[src/scsdr_params.svh]
// Register indices, bit positions, reset values and timing counts of the serial block
`ifndef SCSDR_PARAMS_SVH
`define SCSDR_PARAMS_SVH
`define SCSDR_IDX_CTRL 7'h4c
`define SCSDR_IDX_STAT 7'h4d
`define SCSDR_IDX_DATA 7'h4e
`define SCSDR_C_RXIE 7
`define SCSDR_C_MSTR 5
`define SCSDR_C_CLOCK_POLARITY 4
`define SCSDR_C_CLOCK_PHASE 3
`define SCSDR_C_WOM 2
`define SCSDR_C_EN 1
`define SCSDR_C_TXIE 0
`define SCSDR_CTRL_MASK 8'hbf
`define SCSDR_CTRL_RESET 8'h28
`define SCSDR_S_RXF 7
`define SCSDR_S_ERROR_IRQ_ENABLE 6
`define SCSDR_S_OVR 5
`define SCSDR_S_MODE_FAULT_FLAG 4
`define SCSDR_S_TXE 3
`define SCSDR_S_MFEN 2
`define SCSDR_S_BAUD_HI 1
`define SCSDR_S_BAUD_LO 0
`define SCSDR_BD0 8'd2
`define SCSDR_BD1 8'd8
`define SCSDR_BD2 8'd32
`define SCSDR_BD3 8'd128
`define SCSDR_LAST_EDGE 4'hf
`define SCSDR_SYNC_RESET 4'h8
`endif

[src/scsdr_pkg.sv]
// Types shared by the serial register block and its shift engine
package scsdr_pkg;
  typedef logic [7:0] scsdr_byte_t;
  typedef logic [1:0] scsdr_baud_t;
  typedef enum logic {SE_IDLE, SE_RUN} scsdr_state_t;
endpackage : scsdr_pkg

[src/scsdr_eng_if.sv]
// Carrier between the register side and the shift engine
`timescale 1ns/10ps
interface scsdr_eng_if;
  import scsdr_pkg::*;
  logic enable, master, clock_polarity, clock_phase, wom;
  scsdr_baud_t baud_sel;
  logic tx_pending, tx_taken, rx_done, ss_rise_busy;
  scsdr_byte_t tx_byte, rx_byte;
  logic sck_in, mosi_in, miso_in, ss_n_in;
  logic sck_o, sck_oe, mosi_o, mosi_oe, miso_o, miso_oe;
  modport ctl (
    output enable, master, clock_polarity, clock_phase, wom, baud_sel, tx_pending, tx_byte,
    output sck_in, mosi_in, miso_in, ss_n_in,
    input tx_taken, rx_done, rx_byte, ss_rise_busy,
    input sck_o, sck_oe, mosi_o, mosi_oe, miso_o, miso_oe
  );
  modport eng (
    input enable, master, clock_polarity, clock_phase, wom, baud_sel, tx_pending, tx_byte,
    input sck_in, mosi_in, miso_in, ss_n_in,
    output tx_taken, rx_done, rx_byte, ss_rise_busy,
    output sck_o, sck_oe, mosi_o, mosi_oe, miso_o, miso_oe
  );
endinterface : scsdr_eng_if

[src/scsdr_engine.sv]
// Byte shift engine for master and slave operation
`timescale 1ns/10ps
`include "scsdr_params.svh"
module scsdr_engine (
  // Clock and reset
  input wire logic clk_i,
  input wire logic rst_i,
  // Register side
  scsdr_eng_if.eng eng
);
  import scsdr_pkg::*;
  scsdr_state_t state_r;
  scsdr_byte_t sr_r;
  logic [3:0] edge_r;
  logic [7:0] div_r;
  logic [7:0] bd;
  logic sck_r, sck_prev_r, ss_prev_r, in_bit_r;
  logic sck_edge, ss_fall, ss_rise, tick, step, lead, sample, shift, last, start, serial_in;
  logic drive_sck, drive_miso;
  logic [2:0] samp_d_r, last_d_r;
  scsdr_byte_t rx_sh_r;

  // Baud divisor from the select code
  always_comb begin
    case (eng.baud_sel)
      2'b00: bd = `SCSDR_BD0;
      2'b01: bd = `SCSDR_BD1;
      2'b10: bd = `SCSDR_BD2;
      default: bd = `SCSDR_BD3;
    endcase
  end

  // Edge events and sampling roles
  assign sck_edge = eng.sck_in != sck_prev_r;
  assign ss_fall = ss_prev_r && !eng.ss_n_in;
  assign ss_rise = !ss_prev_r && eng.ss_n_in;
  assign tick = eng.master && state_r == SE_RUN && div_r == bd - 8'h01;
  assign step = state_r == SE_RUN && (eng.master ? tick : (sck_edge && !eng.ss_n_in));
  assign lead = !edge_r[0];
  assign sample = eng.clock_phase ? !lead : lead;
  assign shift = eng.clock_phase ? (lead && edge_r != 4'h0) : !lead;
  assign last = edge_r == `SCSDR_LAST_EDGE;
  assign serial_in = eng.master ? eng.miso_in : eng.mosi_in;
  assign start = state_r == SE_IDLE && eng.enable &&
    (eng.master ? eng.tx_pending : (!eng.ss_n_in && (eng.clock_phase ? sck_edge : ss_fall)));
  assign drive_sck = eng.enable && eng.master;
  assign drive_miso = eng.enable && !eng.master && !eng.ss_n_in;

  // Transfer state; disabling the module returns it to idle
  always_ff @(posedge clk_i) begin
    if (rst_i || !eng.enable) begin
      state_r <= SE_IDLE;
      edge_r <= 4'h0;
    end else begin
      case (state_r)
        SE_IDLE: begin
          if (start) begin
            state_r <= SE_RUN;
            edge_r <= (!eng.master && eng.clock_phase) ? 4'h1 : 4'h0;
          end
        end
        SE_RUN: begin
          if (!eng.master && eng.ss_n_in) begin
            state_r <= SE_IDLE;
            edge_r <= 4'h0;
          end else if (step) begin
            edge_r <= edge_r + 4'h1;
            if (last) begin
              state_r <= SE_IDLE;
            end
          end
        end
        default: state_r <= SE_IDLE;
      endcase
    end
  end

  // Master clock divider and serial clock level
  always_ff @(posedge clk_i) begin
    if (rst_i || state_r == SE_IDLE) begin
      div_r <= 8'h00;
      sck_r <= eng.clock_polarity;
    end else if (tick) begin
      div_r <= 8'h00;
      sck_r <= !sck_r;
    end else begin
      div_r <= div_r + 8'h01;
    end
  end

  // Master input returns three cycles after its own clock edge: pin flop plus two synchroniser flops
  always_ff @(posedge clk_i) begin
    if (rst_i || !eng.enable) begin
      samp_d_r <= 3'h0;
      last_d_r <= 3'h0;
    end else begin
      samp_d_r <= {samp_d_r[1:0], eng.master && step && sample};
      last_d_r <= {last_d_r[1:0], eng.master && step && last};
    end
  end

  // Master receive shifter fed by the delayed sample strobes
  always_ff @(posedge clk_i) begin
    if (rst_i) begin
      rx_sh_r <= 8'h00;
    end else if (samp_d_r[2]) begin
      rx_sh_r <= {rx_sh_r[6:0], serial_in};
    end
  end

  // Shift register, sampled bit and handshakes
  always_ff @(posedge clk_i) begin
    if (rst_i) begin
      sr_r <= 8'h00;
      in_bit_r <= 1'b0;
      eng.tx_taken <= 1'b0;
      eng.rx_done <= 1'b0;
      eng.rx_byte <= 8'h00;
    end else begin
      eng.tx_taken <= start && eng.tx_pending;
      eng.rx_done <= 1'b0;
      if (start) begin
        sr_r <= eng.tx_byte;
      end else if (step && last) begin
        sr_r <= {sr_r[6:0], eng.clock_phase ? serial_in : in_bit_r};
        if (!eng.master) begin
          eng.rx_byte <= {sr_r[6:0], eng.clock_phase ? serial_in : in_bit_r};
          eng.rx_done <= 1'b1;
        end
      end else if (step && sample) begin
        in_bit_r <= serial_in;
      end else if (step && shift) begin
        sr_r <= {sr_r[6:0], in_bit_r};
      end
      // Master byte completes once its last delayed sample has landed
      if (last_d_r[2]) begin
        eng.rx_byte <= eng.clock_phase ? {rx_sh_r[6:0], serial_in} : rx_sh_r;
        eng.rx_done <= 1'b1;
      end
    end
  end

  // Pin drivers, open drain when wired-OR is selected
  always_ff @(posedge clk_i) begin
    if (rst_i) begin
      sck_prev_r <= 1'b0;
      ss_prev_r <= 1'b1;
      eng.ss_rise_busy <= 1'b0;
      eng.sck_o <= 1'b0;
      eng.sck_oe <= 1'b0;
      eng.mosi_o <= 1'b0;
      eng.mosi_oe <= 1'b0;
      eng.miso_o <= 1'b0;
      eng.miso_oe <= 1'b0;
    end else begin
      sck_prev_r <= eng.sck_in;
      ss_prev_r <= eng.ss_n_in;
      eng.ss_rise_busy <= !eng.master && state_r == SE_RUN && ss_rise;
      eng.sck_o <= sck_r;
      eng.sck_oe <= drive_sck && (!eng.wom || !sck_r);
      eng.mosi_o <= sr_r[7];
      eng.mosi_oe <= drive_sck && (!eng.wom || !sr_r[7]);
      eng.miso_o <= sr_r[7];
      eng.miso_oe <= drive_miso && (!eng.wom || !sr_r[7]);
    end
  end

  // Serial clock toggles only after a full divisor period
  baud_half_a: assert property (@(posedge clk_i) disable iff (rst_i)
    (state_r == SE_RUN && eng.master && sck_r != $past(sck_r) && $past(state_r) == SE_RUN)
    |-> $past(div_r) == $past(bd) - 8'h01)
    else $error("serial clock toggled off the divisor");
  miso_release_a: assert property (@(posedge clk_i) disable iff (rst_i)
    (!eng.master && eng.ss_n_in) |=> !eng.miso_oe)
    else $error("slave drives master-in while deselected");
endmodule : scsdr_engine

[src/scsdr_regs.sv]
// Control, status and data registers of the serial block with Wishbone access
//
// Implementation choice: the Wishbone register port.
`timescale 1ns/10ps
`include "scsdr_params.svh"
module scsdr_regs (
  // Clock and reset
  input wire logic clk_i,
  input wire logic rst_i,
  // Wishbone slave
  input wire logic [8:0] adr_i,
  input wire logic [31:0] dat_i,
  output logic [31:0] dat_o,
  input wire logic we_i,
  input wire logic [3:0] sel_i,
  input wire logic cyc_i,
  input wire logic stb_i,
  output logic ack_o,
  // Serial pins
  input wire logic sck_i,
  output logic sck_o,
  output logic sck_oe_o,
  input wire logic mosi_i,
  output logic mosi_o,
  output logic mosi_oe_o,
  input wire logic miso_i,
  output logic miso_o,
  output logic miso_oe_o,
  input wire logic ss_n_i,
  // Interrupt request and slave select use
  output logic irq_o,
  output logic ss_in_use_o
);
  import scsdr_pkg::*;

  scsdr_eng_if link ();

  logic [3:0] sync1_r;
  logic [3:0] sync2_r;
  logic ack_r;
  logic [31:0] dat_r;
  logic [7:0] ctrl_r;
  logic error_irq_enable_r, mfen_r;
  scsdr_baud_t baud_r;
  scsdr_byte_t tx_data_r;
  scsdr_byte_t rx_data_r;
  logic tx_empty_r, rx_full_r, ovr_r, mode_fault_flag_r;
  logic rx_arm_r, ovr_arm_r, mode_fault_flag_arm_r;
  logic irq_r, ss_use_r;
  logic [7:0] stat_view;
  logic [6:0] idx;
  logic req, wr, rd, ctrl_wr, stat_wr, data_wr, stat_rd, data_rd;
  logic rx_clr, ovr_clr, mode_fault_flag_clr, mode_fault_flag_set, irq_cond;

  // Pin inputs pass two flops; order is select, master-in, master-out, clock
  always_ff @(posedge clk_i) begin
    if (rst_i) begin
      sync1_r <= `SCSDR_SYNC_RESET;
      sync2_r <= `SCSDR_SYNC_RESET;
    end else begin
      sync1_r <= {ss_n_i, miso_i, mosi_i, sck_i};
      sync2_r <= sync1_r;
    end
  end

  // Bus decode; one access per request, acked on the next cycle
  assign idx = adr_i[8:2];
  assign req = cyc_i && stb_i && !ack_r;
  assign wr = req && we_i && sel_i[0];
  assign rd = req && !we_i;
  assign ctrl_wr = wr && idx == `SCSDR_IDX_CTRL;
  assign stat_wr = wr && idx == `SCSDR_IDX_STAT;
  assign data_wr = wr && idx == `SCSDR_IDX_DATA;
  assign stat_rd = rd && idx == `SCSDR_IDX_STAT;
  assign data_rd = rd && idx == `SCSDR_IDX_DATA;

  // Acknowledge
  always_ff @(posedge clk_i) begin
    if (rst_i) begin
      ack_r <= 1'b0;
    end else begin
      ack_r <= req;
    end
  end

  // Status view; reserved bits read as zero
  always_comb begin
    stat_view = 8'h00;
    stat_view[`SCSDR_S_RXF] = rx_full_r;
    stat_view[`SCSDR_S_ERROR_IRQ_ENABLE] = error_irq_enable_r;
    stat_view[`SCSDR_S_OVR] = ovr_r;
    stat_view[`SCSDR_S_MODE_FAULT_FLAG] = mode_fault_flag_r;
    stat_view[`SCSDR_S_TXE] = tx_empty_r;
    stat_view[`SCSDR_S_MFEN] = mfen_r;
    stat_view[`SCSDR_S_BAUD_HI] = baud_r[1];
    stat_view[`SCSDR_S_BAUD_LO] = baud_r[0];
  end

  // Read data register; unmapped reads return zero
  always_ff @(posedge clk_i) begin
    if (rst_i) begin
      dat_r <= 32'h0000_0000;
    end else if (rd) begin
      case (idx)
        `SCSDR_IDX_CTRL: dat_r <= {24'h00_0000, ctrl_r};
        `SCSDR_IDX_STAT: dat_r <= {24'h00_0000, stat_view};
        `SCSDR_IDX_DATA: dat_r <= {24'h00_0000, rx_data_r};
        default: dat_r <= 32'h0000_0000;
      endcase
    end
  end

  // Control register
  always_ff @(posedge clk_i) begin
    if (rst_i) begin
      ctrl_r <= `SCSDR_CTRL_RESET;
    end else if (ctrl_wr) begin
      ctrl_r <= dat_i[7:0] & `SCSDR_CTRL_MASK;
    end
  end

  // Writable part of the status and control register
  always_ff @(posedge clk_i) begin
    if (rst_i) begin
      error_irq_enable_r <= 1'b0;
      mfen_r <= 1'b0;
      baud_r <= 2'b00;
    end else if (stat_wr) begin
      error_irq_enable_r <= dat_i[`SCSDR_S_ERROR_IRQ_ENABLE];
      mfen_r <= dat_i[`SCSDR_S_MFEN];
      baud_r <= {dat_i[`SCSDR_S_BAUD_HI], dat_i[`SCSDR_S_BAUD_LO]};
    end
  end

  // Transmit register and its empty flag; a hand-off wins over a write
  always_ff @(posedge clk_i) begin
    if (rst_i) begin
      tx_empty_r <= 1'b1;
    end else if (!ctrl_r[`SCSDR_C_EN] || link.tx_taken) begin
      tx_empty_r <= 1'b1;
    end else if (data_wr) begin
      tx_empty_r <= 1'b0;
    end
  end

  // Transmit data is not reset
  always_ff @(posedge clk_i) begin
    if (data_wr) begin
      tx_data_r <= dat_i[7:0];
    end
  end

  // Two-step clear conditions
  assign rx_clr = data_rd && rx_arm_r;
  assign ovr_clr = data_rd && ovr_arm_r;
  assign mode_fault_flag_clr = ctrl_wr && mode_fault_flag_arm_r;

  // Receive register; a held byte is never overwritten
  always_ff @(posedge clk_i) begin
    if (link.rx_done && (!rx_full_r || rx_clr)) begin
      rx_data_r <= link.rx_byte;
    end
  end

  // Receive-full flag; a new byte wins over the clear
  always_ff @(posedge clk_i) begin
    if (rst_i) begin
      rx_full_r <= 1'b0;
    end else if (link.rx_done) begin
      rx_full_r <= 1'b1;
    end else if (rx_clr) begin
      rx_full_r <= 1'b0;
    end
  end

  // Overflow flag; set wins over the clear
  always_ff @(posedge clk_i) begin
    if (rst_i) begin
      ovr_r <= 1'b0;
    end else if (link.rx_done && rx_full_r && !rx_clr) begin
      ovr_r <= 1'b1;
    end else if (ovr_clr) begin
      ovr_r <= 1'b0;
    end
  end

  // Mode fault detection; gated by the mode fault enable and the enable bit
  assign mode_fault_flag_set = mfen_r && ctrl_r[`SCSDR_C_EN] &&
    (ctrl_r[`SCSDR_C_MSTR] ? !sync2_r[3] : link.ss_rise_busy);

  // Mode fault flag; set wins over the clear
  always_ff @(posedge clk_i) begin
    if (rst_i) begin
      mode_fault_flag_r <= 1'b0;
    end else if (mode_fault_flag_set) begin
      mode_fault_flag_r <= 1'b1;
    end else if (mode_fault_flag_clr) begin
      mode_fault_flag_r <= 1'b0;
    end
  end

  // First step of each clear: status read with the flag set
  always_ff @(posedge clk_i) begin
    if (rst_i) begin
      rx_arm_r <= 1'b0;
      ovr_arm_r <= 1'b0;
      mode_fault_flag_arm_r <= 1'b0;
    end else begin
      if (rx_clr || !rx_full_r) begin
        rx_arm_r <= 1'b0;
      end else if (stat_rd) begin
        rx_arm_r <= 1'b1;
      end
      if (ovr_clr || !ovr_r) begin
        ovr_arm_r <= 1'b0;
      end else if (stat_rd) begin
        ovr_arm_r <= 1'b1;
      end
      if (mode_fault_flag_clr || !mode_fault_flag_r) begin
        mode_fault_flag_arm_r <= 1'b0;
      end else if (stat_rd) begin
        mode_fault_flag_arm_r <= 1'b1;
      end
    end
  end

  // Interrupt request from enabled flags
  assign irq_cond = (rx_full_r && ctrl_r[`SCSDR_C_RXIE]) ||
    (tx_empty_r && ctrl_r[`SCSDR_C_TXIE]) ||
    ((ovr_r || mode_fault_flag_r) && error_irq_enable_r);

  // Registered interrupt and slave select ownership
  always_ff @(posedge clk_i) begin
    if (rst_i) begin
      irq_r <= 1'b0;
      ss_use_r <= 1'b0;
    end else begin
      irq_r <= irq_cond;
      ss_use_r <= ctrl_r[`SCSDR_C_EN] && (!ctrl_r[`SCSDR_C_MSTR] || mfen_r);
    end
  end

  // Engine configuration and pins
  assign link.enable = ctrl_r[`SCSDR_C_EN];
  assign link.master = ctrl_r[`SCSDR_C_MSTR];
  assign link.clock_polarity = ctrl_r[`SCSDR_C_CLOCK_POLARITY];
  assign link.clock_phase = ctrl_r[`SCSDR_C_CLOCK_PHASE];
  assign link.wom = ctrl_r[`SCSDR_C_WOM];
  assign link.baud_sel = baud_r;
  assign link.tx_pending = !tx_empty_r;
  assign link.tx_byte = tx_data_r;
  assign link.sck_in = sync2_r[0];
  assign link.mosi_in = sync2_r[1];
  assign link.miso_in = sync2_r[2];
  assign link.ss_n_in = sync2_r[3];

  // Shift engine
  scsdr_engine u_engine (
    .clk_i(clk_i),
    .rst_i(rst_i),
    .eng(link.eng)
  );

  // Outputs
  assign dat_o = dat_r;
  assign ack_o = ack_r;
  assign irq_o = irq_r;
  assign ss_in_use_o = ss_use_r;
  assign sck_o = link.sck_o;
  assign sck_oe_o = link.sck_oe;
  assign mosi_o = link.mosi_o;
  assign mosi_oe_o = link.mosi_oe;
  assign miso_o = link.miso_o;
  assign miso_oe_o = link.miso_oe;

  // Reset defaults
  ctrl_reset_a: assert property (@(posedge clk_i)
    rst_i |=> ctrl_r == `SCSDR_CTRL_RESET && tx_empty_r && !rx_full_r && !mode_fault_flag_r)
    else $error("wrong control or flag value after reset");
  rx_irq_gate_a: assert property (@(posedge clk_i) disable iff (rst_i)
    (rx_full_r && ctrl_r[`SCSDR_C_RXIE]) |=> irq_o)
    else $error("receive-full interrupt not raised");
  irq_drop_a: assert property (@(posedge clk_i) disable iff (rst_i)
    !irq_cond |=> !irq_o)
    else $error("interrupt held without an enabled flag");
  tx_handoff_a: assert property (@(posedge clk_i) disable iff (rst_i)
    link.tx_taken |=> tx_empty_r)
    else $error("transmit-empty not set on hand-off");
  overflow_keep_a: assert property (@(posedge clk_i) disable iff (rst_i)
    (link.rx_done && rx_full_r && !rx_clr) |=> ovr_r && $stable(rx_data_r))
    else $error("overflow lost or held byte overwritten");
  rx_clear_seq_a: assert property (@(posedge clk_i) disable iff (rst_i)
    $fell(rx_full_r) |-> $past(rx_arm_r) && $past(data_rd))
    else $error("receive-full cleared without the read sequence");
  mode_fault_flag_clear_seq_a: assert property (@(posedge clk_i) disable iff (rst_i)
    $fell(mode_fault_flag_r) |-> $past(mode_fault_flag_arm_r) && $past(ctrl_wr))
    else $error("mode fault cleared without the sequence");
  mode_fault_flag_hold_a: assert property (@(posedge clk_i) disable iff (rst_i)
    (mode_fault_flag_r && !mode_fault_flag_clr) |=> mode_fault_flag_r)
    else $error("mode fault dropped without a clear");
  bus_ack_a: assert property (@(posedge clk_i) disable iff (rst_i)
    (cyc_i && stb_i && !ack_o) |=> ack_o ##1 !ack_o)
    else $error("bus answer not a one-cycle ack");
endmodule : scsdr_regs

[config.mk]
export PLATFORM = sky130hd
export DESIGN_NAME = scsdr_regs
export DESIGN_NICKNAME = d
export VERILOG_FILES = /design/src/scsdr_pkg.sv /design/src/scsdr_eng_if.sv /design/src/scsdr_engine.sv /design/src/scsdr_regs.sv
export VERILOG_INCLUDE_DIRS = /design/src
export SDC_FILE = /design/constraint.sdc
export NUM_CORES = 1
export LEC_CHECK = 0
export BUFFER_PORTS_ARGS = -buffer_cell sky130_fd_sc_hd__clkbuf_2
export CAP_MARGIN = 20
export CORE_MARGIN = 1.5
export CORE_UTILIZATION = 48
export DETAILED_ROUTE_END_ITERATION = 12
export PLACE_DENSITY = 0.67
export SLEW_MARGIN = 20
export SYNTH_ARGS = -nofsm -noshare
export SYNTH_HDL_FRONTEND = slang
export SYNTH_SLANG_ARGS = --single-unit
export TNS_END_PERCENT = 30
[constraint.sdc]
create_clock -name clk_i -period 2.6 [get_ports clk_i]
set_input_delay 0.26 -clock clk_i [delete_from_list [all_inputs] [get_ports clk_i]]
set_output_delay 0.26 -clock clk_i [all_outputs]
set_load 0.02 [all_outputs]
==> summary.txt <==
Final layout
  – Fillcell total: slightly below 900
  – P&R area growth vs syn: 10.0%
  – Leading cell type in the layout, fill and taps excluded: dfxtp_1
  – Share of layout cells above drive strength 1: 17.7%
  – Fin util: ~55%
  – Ant. Diodes: 0
  – Nets: roughly 570
  – Commonest non-fill, non-tap cells in the layout: dfxtp_1 (90), nor2_1 (59), clkbuf_2 (41)

Power and ir drop
  – Leakage dissipation: 1.99 nW
  – Pwr Total: roughly 2.8 mW
  – Pwr Density: 552 nW/um^2
  – Worst vdd ir: a little over 0.3 mV

Synthesis
  – Synth area leader: dfxtp_1
  – Cells after synthesis: between 400 and 500
  – Synth top area share: about two fifths
  – Seq/Total Area, Yosys: roughly half
  – Primary FF master, synth: dfxtp_1
  – Syn avg cell area: between 9 and 10 um^2
  – Cell variety after synth: between 50 and 60
  – Post-synthesis instance area: between 4000 and 5000 um^2
  – #FFs+latches synth: 108
  – Post-synth EDFFs: 17
  – Largest cells by area after synthesis: dfxtp_1 (39%), edfxtp_1 (11%), mux2i_1 (7.1%), nor2_1 (4.8%), buf_4 (4.0%)
  – YS warnings: 0
  – Post-synth ARST share: 0%

Timing
  – Final worst-path cycle share: 90.7%
  – Clk_skew: around 15 ps
  – Min Tclk post-route: 2360 ps
  – Worst slew pin tran: around 570 ps
  – Count of pins over their slew limit: 0
  – Setup violators final: 0
  – RSZ-0062 raised after global routing: no
  – FMAX: 424 MHz
  – Final Hold Vio Count: 0
  – Slew HR: around 62%
  – Sum Neg Setup Slack: 0 ps

Die
  – DIE AREA: just over 10000 um^2
  – Die Y: between 100 and 150 um
  – Core Area: slightly above 9000 um^2
  – DIE WIDTH: 101 um
  – Starting Density: 49.8%
  – IO Pins: 95
  – Row cnt: 35

Worst setup path
  – CP endpoint kind: flop
  – Crit Path Max Fanout: 8
  – Startpoint types: flop
  – Worst EP required: around 2900 ps
  – WP data arrival: between 2000 and 3000 ps
  – Setup CP Type: flop to flop

Place
  – Port bufs: a little over 40
  – Placer Congestion: ~0.87
  – Hpwl dp: around 6.5 mm

Routing
  – Post-detailed-route count of antenna-violating nets: 0
  – Via density: 5.11
  – Post-Route WL: between 9 and 10 mm
  – DRT Pass-1 Iters: 4
  – DRC errors left: 0
  – Total vias in the final route: between 3k and 4k
  – Initial DRC Count: between 100 and 150
  – Routed len/inst: ~14 um

Run status
  – Status: finished, final reports clean

GRT
  – Number of global-route vias before repair: slightly above 3k
  – First-pass GRT wire length: approximately 15 mm
  – Initial antenna violation count: 0
  – Overflow after GRT: 0
  – Largest net degree at the start of global routing: 35
  – Gr usage total: about a fifth

Worst hold path
  – Worst hold-check path type: primary input to flop

Clock network
  – CTS Buf Count: 9
  – Clock-pin slew on the worst setup and hold paths: about 100 ps
  – Clock Path Buffers: 2
  – Post-CTS setup buffer count: 0
  – Clock tree sinks: ~110
  – Post-CTS sizing: 0
  – CTS tree: yes
  – Root Buffer: clkbuf_8
  – Htree depth: 3
  – CTS Hold Bufs: 0
  – Skew-Pair Late Insertion Delay: approximately 370 ps

Run
  – Max-cap violation count: 0
flip-flops by register name (all words and copies together) (netlist names), 2 cells and up:
name / count
u_engine.eng.rx_byte: 8
link.tx_byte: 8
sync1_r: 4
dat_o: 8
u_engine.edge_r: 4
rx_data_r: 8
ctrl_r: 7
u_engine.div_r: 8
u_engine.last_d_r: 3
baud_r: 2
sync2_r: 4
u_engine.sr_r: 8
u_engine.rx_sh_r: 8
u_engine.samp_d_r: 3
synth_stat cells (2+ instances only):
cell and n:
nor2b_1 27, a211oi_2 2, a22oi_1 9, nand2b_1 5, a211oi_1 16, inv_1 19
edfxtp_1 17, a21o_1 3, xor2_1 5, buf_1 4, dfxtp_1 91, a211o_1 3
a311oi_1 2, or3_1 3, a21oi_1 19, nor2_1 59, o21ai_0 12, nand3b_1 2
clkbuf_1 19, nor3_2 2, nand2_1 19, nor3_1 7, and2_1 6, a2111oi_2 7
buf_4 25, nand4_1 3, nor4_1 2, xnor2_1 4, a31oi_1 3, and3_1 4
ha_1 4, mux2i_1 33, nand4b_1 2, or2_2 4, nand3_1 8
path summary, 6_finish.rpt:
| check | start | endpoint | slack (ps) | cells past startpoint |
|---|---|---|---|---|
| worst max register to register | baud_r[0] | u_engine.sr_r[1] | 240 | 8 |
| worst min register to register | u_engine.eng.rx_byte[3] | rx_data_r[3] | 420 | 0 |
| worst min-delay path | ss_n_i | sync1_r[3] | 80 | 2 |
| worst max-delay path | baud_r[0] | u_engine.sr_r[1] | 240 | 8 |
metal layers:
metal	part of all wire (%)	vias up	wire length, um	track usage [%]
met4	1.4	0	131	5.98
met3	5.6	13	509	3.86
met1	49	1515	4400	25.3
met5	0	-	0	0
met2	44	92	4020	30.0
li1	-	1660	-	-
logic make-up after synthesis:
logic type | count (synthesis) | share of synthesized area [%]
multiplexers | 34 | 7.35
adder cells (fa/ha/maj) | 4 | 1.08
AND/OR/NAND/NOR | 158 | 17.4
flip-flops | 108 | 50.2
AO/OA/AOI/OAI | 88 | 14.7
other | 1 | 0.0807
buffers and inverters | 68 | 7.54
XOR/XNOR | 9 | 1.70
cell type report:
class,count,area (um^2),share of cell area [%]
Tap cell,129,161,3.16
Timing Repair Buffer,53,295,5.77
Clock inverter,5,61.3,1.20
Sequential cell,108,2330,45.6
Multi-Input combinational cell,317,2060,40.3
Inverter,19,71.3,1.39
Clock buffer,11,131,2.57
critical path, stage by stage, from the launching register on:
cell and delay [ps]:
dfxtp_2 410, or2b_2 310, ha_1 280, xnor2_1 140, nor3_2 170, o21ai_2 200, o211ai_4 320, nor2_1 80
a2111oi_2 340
through the flow:
stage / area [um^2] / hold WS [ps] / instances / setup slack, ps
after floorplan: 4730 / 359 / 493 / 265
after global placement: 4920 / 397 / 626 / 206
after detailed placement: 4920 / 398 / 626 / 133
after CTS: 5110 / 62.1 / 642 / 115
after global routing: 5110 / 71.2 / 642 / 54.2
final: 5110 / 75.5 / 642 / 242
power breakdown:
group	total, mW	switching, mW	internal [mW]
combinational	0.107	0.0767	0.0306
clock	1.01	0.563	0.450
sequential	1.70	0.00312	1.70
total	2.82	0.642	2.18
(Power assumes the default switching activity.)
